--- src/logic/ofd_regs.svh ---
`ifndef OFD_REGS_SVH
`define OFD_REGS_SVH
// What this block does
// - Bits 15..8 = 00001000 is a static bit op; 7..6 pick test/change/clear/set.
// - Bit ops read one extension word, upper byte zero, bit number modulo 32.
// - Two-bit size field: 00 byte, 01 word, 10 long.
// - Immediate xor/compare fetch operand: byte low 8 bits, word 16 bits, long two words.
// - Alternate-space move extension: bit 15 address/data, 14..12 register, 11 direction.
// - General move: destination register 11..9, mode 8..6; address move mode 001.
// - Clear, negate, complement are one word with size and effective address.
// - Condition/status moves and decimal negate are one word, no size field.

// ---------------------------------------------------------------
// first-word patterns
// ---------------------------------------------------------------
`define OFD_BITOP_HI 8'h08
`define OFD_XOR_HI 8'h0A
`define OFD_CMP_HI 8'h0C
`define OFD_ALTMV_HI 8'h0E
`define OFD_XOR_CCR_WORD 16'h0A3C
`define OFD_XOR_SR_WORD 16'h0A7C
`define OFD_NEGATE_WITH_EXTEND_HI 8'h40
`define OFD_CLR_HI 8'h42
`define OFD_NEG_HI 8'h44
`define OFD_NOT_HI 8'h46
`define OFD_DECIMAL_NEGATE_TOP10 10'h120
`define OFD_GRP4_NIB 4'h4
`define OFD_LEA_OPM 3'h7
`define OFD_ADDR_MODE 3'h1

// ---------------------------------------------------------------
// field values
// ---------------------------------------------------------------
`define OFD_SIZE_RESERVED 2'h3
`define OFD_BIT_MOD_W 5
`endif

--- src/logic/ofd_pkg.sv ---
package ofd_pkg;
	typedef enum logic [4:0] {
		OFD_OP_ILLEGAL,
		OFD_OP_BIT_TEST,
		OFD_OP_BIT_CHANGE,
		OFD_OP_BIT_CLEAR,
		OFD_OP_BIT_SET,
		OFD_OP_IMMEDIATE_XOR,
		OFD_OP_IMMEDIATE_COMPARE,
		OFD_OP_XOR_CONDITION_CODE,
		OFD_OP_XOR_STATUS,
		OFD_OP_ALTERNATE_SPACE_MOVE,
		OFD_OP_MOVE,
		OFD_OP_ADDRESS_MOVE,
		OFD_OP_NEGATE_WITH_EXTEND,
		OFD_OP_MOVE_FROM_STATUS,
		OFD_OP_BOUNDS_CHECK,
		OFD_OP_LOAD_EFFECTIVE_ADDRESS,
		OFD_OP_OPERAND_CLEAR,
		OFD_OP_OPERAND_NEGATE,
		OFD_OP_OPERAND_COMPLEMENT,
		OFD_OP_MOVE_FROM_CONDITION_CODE,
		OFD_OP_MOVE_TO_CONDITION_CODE,
		OFD_OP_MOVE_TO_STATUS,
		OFD_OP_DECIMAL_NEGATE
	} ofd_op_t;

	typedef enum logic [1:0] {
		OFD_SIZE_BYTE,
		OFD_SIZE_WORD,
		OFD_SIZE_LONG,
		OFD_SIZE_NONE
	} ofd_size_t;
endpackage

--- src/logic/ofd_word_class.sv ---
`timescale 1ns/1ps
`include "ofd_regs.svh"
module ofd_word_class
	import ofd_pkg::*;
(
	input wire logic [15:0] word, // first instruction word
	output ofd_op_t op, // instruction class
	output ofd_size_t size, // operand size
	output logic [1:0] ext_count // extension words still to read
);
	// ---------------------------------------------------------------
	// size field decode
	// ---------------------------------------------------------------
	function automatic ofd_size_t size_of(input logic [1:0] code);
		unique case (code)
			2'h0: size_of = OFD_SIZE_BYTE;
			2'h1: size_of = OFD_SIZE_WORD;
			2'h2: size_of = OFD_SIZE_LONG;
			2'h3: size_of = OFD_SIZE_NONE;
		endcase
	endfunction

	logic sz76_bad;
	logic sz1312_bad;
	logic sz87_bad;
	assign sz76_bad = (word[7:6] == `OFD_SIZE_RESERVED);
	assign sz1312_bad = (word[13:12] == `OFD_SIZE_RESERVED);
	assign sz87_bad = (word[8:7] == `OFD_SIZE_RESERVED);

	// ---------------------------------------------------------------
	// classification, most specific pattern first
	// ---------------------------------------------------------------
	always_comb begin
		op = OFD_OP_ILLEGAL;
		size = OFD_SIZE_NONE;
		ext_count = 2'd0;
		if (word == `OFD_XOR_CCR_WORD) begin
			op = OFD_OP_XOR_CONDITION_CODE;
			size = OFD_SIZE_BYTE;
			ext_count = 2'd1;
		end else if (word == `OFD_XOR_SR_WORD) begin
			op = OFD_OP_XOR_STATUS;
			size = OFD_SIZE_WORD;
			ext_count = 2'd1;
		end else if (word[15:8] == `OFD_BITOP_HI) begin
			unique case (word[7:6])
				2'h0: op = OFD_OP_BIT_TEST;
				2'h1: op = OFD_OP_BIT_CHANGE;
				2'h2: op = OFD_OP_BIT_CLEAR;
				2'h3: op = OFD_OP_BIT_SET;
			endcase
			ext_count = 2'd1;
		end else if (word[15:8] == `OFD_XOR_HI || word[15:8] == `OFD_CMP_HI) begin
			if (!sz76_bad) begin
				op = (word[15:8] == `OFD_XOR_HI) ? OFD_OP_IMMEDIATE_XOR : OFD_OP_IMMEDIATE_COMPARE;
				size = size_of(word[7:6]);
				ext_count = (word[7:6] == 2'h2) ? 2'd2 : 2'd1;
			end
		end else if (word[15:8] == `OFD_ALTMV_HI) begin
			if (!sz76_bad) begin
				op = OFD_OP_ALTERNATE_SPACE_MOVE;
				size = size_of(word[7:6]);
				ext_count = 2'd1;
			end
		end else if (word[15:14] == 2'h0) begin
			if (!sz1312_bad) begin
				op = (word[8:6] == `OFD_ADDR_MODE) ? OFD_OP_ADDRESS_MOVE : OFD_OP_MOVE;
				size = size_of(word[13:12]);
			end
		end else if (word[15:12] == `OFD_GRP4_NIB) begin
			if (word[15:8] == `OFD_NEGATE_WITH_EXTEND_HI) begin
				op = sz76_bad ? OFD_OP_MOVE_FROM_STATUS : OFD_OP_NEGATE_WITH_EXTEND;
				size = size_of(word[7:6]);
			end else if (word[15:8] == `OFD_CLR_HI) begin
				op = sz76_bad ? OFD_OP_MOVE_FROM_CONDITION_CODE : OFD_OP_OPERAND_CLEAR;
				size = size_of(word[7:6]);
			end else if (word[15:8] == `OFD_NEG_HI) begin
				op = sz76_bad ? OFD_OP_MOVE_TO_CONDITION_CODE : OFD_OP_OPERAND_NEGATE;
				size = size_of(word[7:6]);
			end else if (word[15:8] == `OFD_NOT_HI) begin
				op = sz76_bad ? OFD_OP_MOVE_TO_STATUS : OFD_OP_OPERAND_COMPLEMENT;
				size = size_of(word[7:6]);
			end else if (word[15:6] == `OFD_DECIMAL_NEGATE_TOP10) begin
				op = OFD_OP_DECIMAL_NEGATE;
			end else if (word[8:6] == `OFD_LEA_OPM) begin
				op = OFD_OP_LOAD_EFFECTIVE_ADDRESS;
				size = OFD_SIZE_LONG;
			end else if (!word[6] && !sz87_bad) begin
				op = OFD_OP_BOUNDS_CHECK;
				size = size_of(word[8:7]);
			end
		end
		// anything left as illegal carries no size and no extension
	end
endmodule

--- src/logic/ofd_decoder.sv ---
`timescale 1ns/1ps
`include "ofd_regs.svh"
module ofd_decoder
	import ofd_pkg::*;
(
	input wire logic clk_sys, // 20 MHz core clock
	input wire logic resetn, // async reset, active low
	input wire logic word_valid, // fetch offers a word
	input wire logic [15:0] word_data, // fetched word
	output logic word_ready, // decoder takes the word
	output logic dec_valid, // decoded instruction held
	input wire logic dec_ready, // execution takes the result
	output ofd_op_t dec_op, // instruction class
	output ofd_size_t dec_size, // operand size
	output logic [2:0] dec_ea_mode, // source/operand mode
	output logic [2:0] dec_ea_reg, // source/operand register
	output logic [2:0] dec_dst_mode, // move destination mode
	output logic [2:0] dec_dst_reg, // move / lea / bounds register
	output logic [4:0] dec_bit_number, // bit number modulo 32
	output logic [31:0] dec_immediate, // immediate operand
	output logic dec_reg_is_addr, // alternate move: address register
	output logic [2:0] dec_reg_num, // alternate move register
	output logic dec_direction_bit, // 1 register to memory
	output logic dec_illegal, // illegal instruction flag
	output logic [15:0] dec_opcode // first word as taken
);
	typedef enum logic [1:0] {
		OFD_ST_OPCODE,
		OFD_ST_EXT1,
		OFD_ST_EXT2
	} ofd_state_t;

	ofd_state_t state;
	ofd_op_t cls_op;
	ofd_size_t cls_size;
	logic [1:0] cls_ext;
	logic take;
	logic ext_bad;

	ofd_word_class u_class (
		.word(word_data),
		.op(cls_op),
		.size(cls_size),
		.ext_count(cls_ext)
	);

	// ---------------------------------------------------------------
	// handshake
	// ---------------------------------------------------------------
	assign word_ready = !dec_valid || dec_ready;
	assign take = word_valid && word_ready;

	// extension words that must carry a zero upper byte
	assign ext_bad = (state == OFD_ST_EXT1) && (word_data[15:8] != 8'h00) &&
		(dec_op inside {OFD_OP_BIT_TEST, OFD_OP_BIT_CHANGE, OFD_OP_BIT_CLEAR, OFD_OP_BIT_SET,
		OFD_OP_XOR_CONDITION_CODE});

	// ---------------------------------------------------------------
	// sequencing of first and extension words
	// ---------------------------------------------------------------
	always_ff @(posedge clk_sys or negedge resetn) begin
		if (!resetn) begin
			state <= OFD_ST_OPCODE;
		end else if (take) begin
			unique case (state)
				OFD_ST_OPCODE: begin
					if (cls_ext != 2'd0) begin
						state <= OFD_ST_EXT1;
					end
				end
				OFD_ST_EXT1: begin
					state <= (dec_op inside {OFD_OP_IMMEDIATE_XOR, OFD_OP_IMMEDIATE_COMPARE} &&
						dec_size == OFD_SIZE_LONG) ? OFD_ST_EXT2 : OFD_ST_OPCODE;
				end
				OFD_ST_EXT2: begin
					state <= OFD_ST_OPCODE;
				end
			endcase
		end
	end

	always_ff @(posedge clk_sys or negedge resetn) begin
		if (!resetn) begin
			dec_valid <= 1'b0;
		end else if (take) begin
			dec_valid <= (state == OFD_ST_OPCODE) ? (cls_ext == 2'd0) :
				(state == OFD_ST_EXT2) || !(dec_op inside {OFD_OP_IMMEDIATE_XOR, OFD_OP_IMMEDIATE_COMPARE} &&
				dec_size == OFD_SIZE_LONG);
		end else if (dec_ready) begin
			dec_valid <= 1'b0;
		end
	end

	// ---------------------------------------------------------------
	// first word fields
	// ---------------------------------------------------------------
	always_ff @(posedge clk_sys or negedge resetn) begin
		if (!resetn) begin
			dec_op <= OFD_OP_ILLEGAL;
			dec_size <= OFD_SIZE_NONE;
			dec_ea_mode <= 3'h0;
			dec_ea_reg <= 3'h0;
			dec_dst_mode <= 3'h0;
			dec_dst_reg <= 3'h0;
			dec_opcode <= 16'h0000;
		end else if (take && state == OFD_ST_OPCODE) begin
			dec_op <= cls_op;
			dec_size <= cls_size;
			dec_ea_mode <= word_data[5:3];
			dec_ea_reg <= word_data[2:0];
			dec_dst_mode <= (cls_op == OFD_OP_ADDRESS_MOVE) ? `OFD_ADDR_MODE : word_data[8:6];
			dec_dst_reg <= word_data[11:9];
			dec_opcode <= word_data;
		end
	end

	always_ff @(posedge clk_sys or negedge resetn) begin
		if (!resetn) begin
			dec_illegal <= 1'b0;
		end else if (take && state == OFD_ST_OPCODE) begin
			dec_illegal <= (cls_op == OFD_OP_ILLEGAL);
		end else if (take && ext_bad) begin
			dec_illegal <= 1'b1;
		end
	end

	// ---------------------------------------------------------------
	// extension word fields
	// ---------------------------------------------------------------
	always_ff @(posedge clk_sys or negedge resetn) begin
		if (!resetn) begin
			dec_bit_number <= 5'h00;
			dec_immediate <= 32'h0000_0000;
			dec_reg_is_addr <= 1'b0;
			dec_reg_num <= 3'h0;
			dec_direction_bit <= 1'b0;
		end else if (take && state == OFD_ST_OPCODE) begin
			dec_bit_number <= 5'h00;
			dec_immediate <= 32'h0000_0000;
			dec_reg_is_addr <= 1'b0;
			dec_reg_num <= 3'h0;
			dec_direction_bit <= 1'b0;
		end else if (take && state == OFD_ST_EXT1) begin
			dec_bit_number <= word_data[`OFD_BIT_MOD_W-1:0];
			dec_reg_is_addr <= word_data[15];
			dec_reg_num <= word_data[14:12];
			dec_direction_bit <= word_data[11];
			if (dec_size == OFD_SIZE_BYTE) begin
				dec_immediate <= {24'h00_0000, word_data[7:0]};
			end else if (dec_size == OFD_SIZE_LONG) begin
				dec_immediate <= {word_data, 16'h0000};
			end else begin
				dec_immediate <= {16'h0000, word_data};
			end
		end else if (take && state == OFD_ST_EXT2) begin
			dec_immediate <= {dec_immediate[31:16], word_data};
		end
	end
endmodule

--- config.mk ---
export PLATFORM = sky130hd
export DESIGN_NAME = ofd_decoder
export DESIGN_NICKNAME = d
export VERILOG_FILES = /design/src/logic/ofd_pkg.sv /design/src/logic/ofd_word_class.sv /design/src/logic/ofd_decoder.sv
export VERILOG_INCLUDE_DIRS = /design/src /design/src/logic
export SDC_FILE = /design/constraint.sdc
export NUM_CORES = 1
export LEC_CHECK = 0
export CAP_MARGIN = 20
export CORE_ASPECT_RATIO = 0.9
export CORE_MARGIN = 4
export CORE_UTILIZATION = 45
export CTS_CLUSTER_DIAMETER = 30
export CTS_CLUSTER_SIZE = 30
export DETAILED_ROUTE_END_ITERATION = 10
export DONT_BUFFER_PORTS = 1
export PLACE_DENSITY = 0.64
export SETUP_SLACK_MARGIN = 0.5
export SKIP_LAST_GASP = 1
export SLEW_MARGIN = 10
export SYNTH_ARGS = -nofsm -noshare
export SYNTH_HDL_FRONTEND = slang
export SYNTH_SLANG_ARGS = --single-unit
--- constraint.sdc ---
create_clock -name clk_sys -period 1.74 [get_ports clk_sys]
set_input_delay 0.261 -clock clk_sys [delete_from_list [all_inputs] [get_ports clk_sys]]
set_output_delay 0.261 -clock clk_sys [all_outputs]
set_load 0.02 [all_outputs]
==> impl_metrics.csv <==
group,metric,value,unit
cells_and_area,drive_gt1_share,54.6,%
pwr,p_leak,2.51,nW
pwr,p_per_area,1470,nW/µm²
logic_synthesis,synth_top_family_by_area,"simple AND/OR/NAND/NOR gates",
logic_synthesis,async_flop_share,100,%
sta,setup_viol_count_final,0,
floorplan,fp-row-count,31,
logic_synthesis,synth_compound_area_share,17.9,%
placement,numPortBuffers,0,
worst_setup_path,cp.required,1.99,ns
logic_synthesis,ys_ff_latch,72,
route,wl_per_cell,22.5,µm
logic_synthesis,yosysTopAreaCellShare,46.5,%
worst_setup_path,crit_slowest_cell,"dfrtp_1",
logic_synthesis,synthMuxAreaShare,0.830,%
route,dr.pass1.iters,5,
logic_synthesis,synthXorXnorAreaFrac,0.697,%
cells_and_area,fillers,544,
cells_and_area,largest_register_ffs,32,
global_route,grt_usage,23.2,%
sta,timing.hold.ws,-0.416,ns
logic_synthesis,synth_edf_count,0,
global_route,grt_pass1_wl,18.0,mm
logic_synthesis,syn-num-nets,434,
placement,dp_slack,-0.188,ns
floorplan,start_util,46.5,%
worst_setup_path,max_stage_delay,0.42,ns
sta,min_period_over_period,97.6,%
pwr,ir_drop,0.859,mV
global_route,antenna_found_initial,0,
route,drt_iter0_drc,241,
route,postRouteAntennaNets,0,
cells_and_area,fin_cells,586,
clock_network,htree_levels,3,
route,vias,3566,
floorplan,io_pins,100,
floorplan,fp.dieArea,9900,µm²
route,drt-total-wl,13.2,mm
worst_setup_path,crit_type,"flip-flop to flip-flop",
route,via_per_inst,6.09,
cells_and_area,syn_to_final_growth,52.7,%
global_route,grt_pass1_vias,3399,
floorplan,die_w,104,µm
route,route.detailed.drc,0,
sta,period_minus_slack,1.70,ns
logic_synthesis,yosys.area.top_type,"dfrtp_1",
logic_synthesis,synthAdderAreaFrac,2.99,%
global_route,grt_start_max_net_pins,73,
sta,final.setup_skew,0.0108,ns
worst_setup_path,start_kind,"flip-flop",
logic_synthesis,syn_inst,405,
run_status,violations,"hold timing",
clock_network,clk_latency,0.36,ns
logic_synthesis,yosysWarnings,0,
logic_synthesis,synth.distinct_cells,61,
floorplan,chipHeight,94.8,µm
cells_and_area,top_register,"dec_immediate",
clock_network,cts_root_buffer,"clkbuf_8",
logic_synthesis,synthFlopType,"dfrtp_1",
cells_and_area,regArea,1810,µm²
sta,tightest_slew,0.413,ns
clock_network,cts_tree,"done",
cells_and_area,final_common_cell,"dfrtp_1",
clock_network,numCtsBuffers,9,
run,drv.max_cap_violation_count,0,
sta,timing.final.ws_setup,0.0426,ns
floorplan,core_area,8110,µm²
sta,hold_viol,72,
worst_hold_path,hold_path_class,"primary input to async pin",
placement,postPlaceCellArea,4330,µm²
pwr,fin_total_pwr,8.43,mW
run_status,status,"complete, but fails checks",
sta,slew_headroom,72.5,%
logic_synthesis,synth.cell_area,3770,µm²
placement,gp_congestion,0.899,
worst_setup_path,critPathArrivalTime,1.95,ns
worst_setup_path,path_max_fanout,8,
worst_setup_path,cp_common_cell,"buf_6",
cells_and_area,stdcell_area,5760,µm²
cells_and_area,finish.utilization,71.0,%
worst_setup_path,cp-end-kind,"flip-flop",
logic_synthesis,syn_avg_cell_area,9.31,µm²
cells_and_area,multi_input_area,2470,µm²
clock_network,cts.sinks,72,
placement,dp.cells,525,
logic_synthesis,yosysSeqAreaShare,47.9,%
sta,fmax,0.589,GHz
cells_and_area,n_antenna_cell,0,
logic_synthesis,yosys.area_share.simple,22.7,%
global_route,grt-ovfl-total,0,
clock_network,clockBufferDepth,2,
sta,slew_violations,0,
worst_setup_path,path_cells,"buf_6 > ha_4 > o311ai_4 > buf_6 > nor3_4 > a22o_2",
placement,dp_hpwl,7.62,mm
logic_synthesis,ys_top_cells_by_area,"dfrtp_1 46%, nand2_1 10%, a21oi_1 4.6%",
sta,setup_tns,0,ns
cells_and_area,most-common-layout-cells,"64 x dfrtp_1, 56 x nand2_1, 51 x buf_4",
clock_network,clkTransAtPathRegs,0.09,ns
cells_and_area,reg_top3,"dec_immediate x32, dec_opcode x10",
cells_and_area,nNetsFinal,511,
sta,rsz0062_at_grt,"yes",
-- layer usage --
metal	vias up	part of all wire, %	track usage, %
met2	179	49	38.2
met1	1784	39	28.7
met3	26	8.9	7.31
met5	-	0	0
li1	1577	-	-
met4	0	2.6	9.08
-- cell families after synthesis --
family	count (synthesis)
flops	72
compound gates	97
fa+ha+maj	9
simple gates	179
buf+inv	42
xor+xnor	3
mux	3
-- report_power, final --
group          total [mW]  internal, mW  switching, mW
combinational        3.28          1.66           1.61
clock                1.28         0.547          0.738
sequential           3.87          2.36           1.51
total                8.43          4.57           3.87
-- synthesized netlist by cell type (2+ instances only) --
cell type,instances
nand2_1,101
dfrtp_1,70
a21oi_1,35
nand3_1,23
clkbuf_1,17
a22o_1,16
nor2_1,16
buf_4,9
ha_1,9
o21ai_0,9
inv_1,7
nor3_1,7
clkbuf_8,5
nand2b_1,5
nor2b_1,5
o31ai_1,5
o21a_1,4
a31oi_1,3
buf_6,3
nand4_1,3
o32ai_1,3
a211oi_1,2
a221oi_1,2
and3b_1,2
dfstp_2,2
mux2i_1,2
nor4_1,2
o311ai_0,2
o311ai_1,2
or2_2,2
xor2_1,2
-- what timing repair did --
item	in CTS	in global routing
endpoints found under the hold margin	72	81
pin swaps	30	52
gates cloned	3	5
buffers inserted	12	17
endpoints found under the setup margin	75	83
gates resized for setup	65	126
-- critical path: cells and delay by family, from the launching register on --
kind	cells	cell delay, ns
AOI/OAI and AO/OA	2	0.63
DFF	1	0.42
buffers and inverters	2	0.32
adders and majority gates	1	0.16
and+or+nand+nor	1	0.06
-- final timing paths --
| kind | cells past startpoint | end | slack (ns) | start |
|---|---|---|---|---|
| setup / recovery | 6 | dec_immediate[13]$_DFFE_PN0P_ | 0.04 | state[1]$_DFFE_PN0P_ |
| hold / removal | 0 | dec_immediate[20]$_DFFE_PN0P_ | -0.42 | resetn |
| setup reg to reg | 6 | dec_immediate[13]$_DFFE_PN0P_ | 0.04 | state[1]$_DFFE_PN0P_ |
| hold reg to reg | 2 | dec_opcode[13]$_DFFE_PN0P_ | 0.61 | dec_opcode[13]$_DFFE_PN0P_ |
| max in group asynchronous | 0 | dec_size[0]$_DFFE_PN1P_ | 1.95 | resetn |
| min in group clk_sys | 2 | dec_opcode[5]$_DFFE_PN0P_ | 0.01 | word_data[5] |
-- layout make-up --
class | instances | area share, %
multi-input combinational | 291 | 42.8
tap | 99 | 2.15
clock buffer | 9 | 2.15
inverter | 7 | 0.870
clock inverter | 7 | 1.09
sequential | 72 | 31.5
timing repair buffer | 101 | 19.4
No activity file was read; power rests on OpenSTA's default activity.
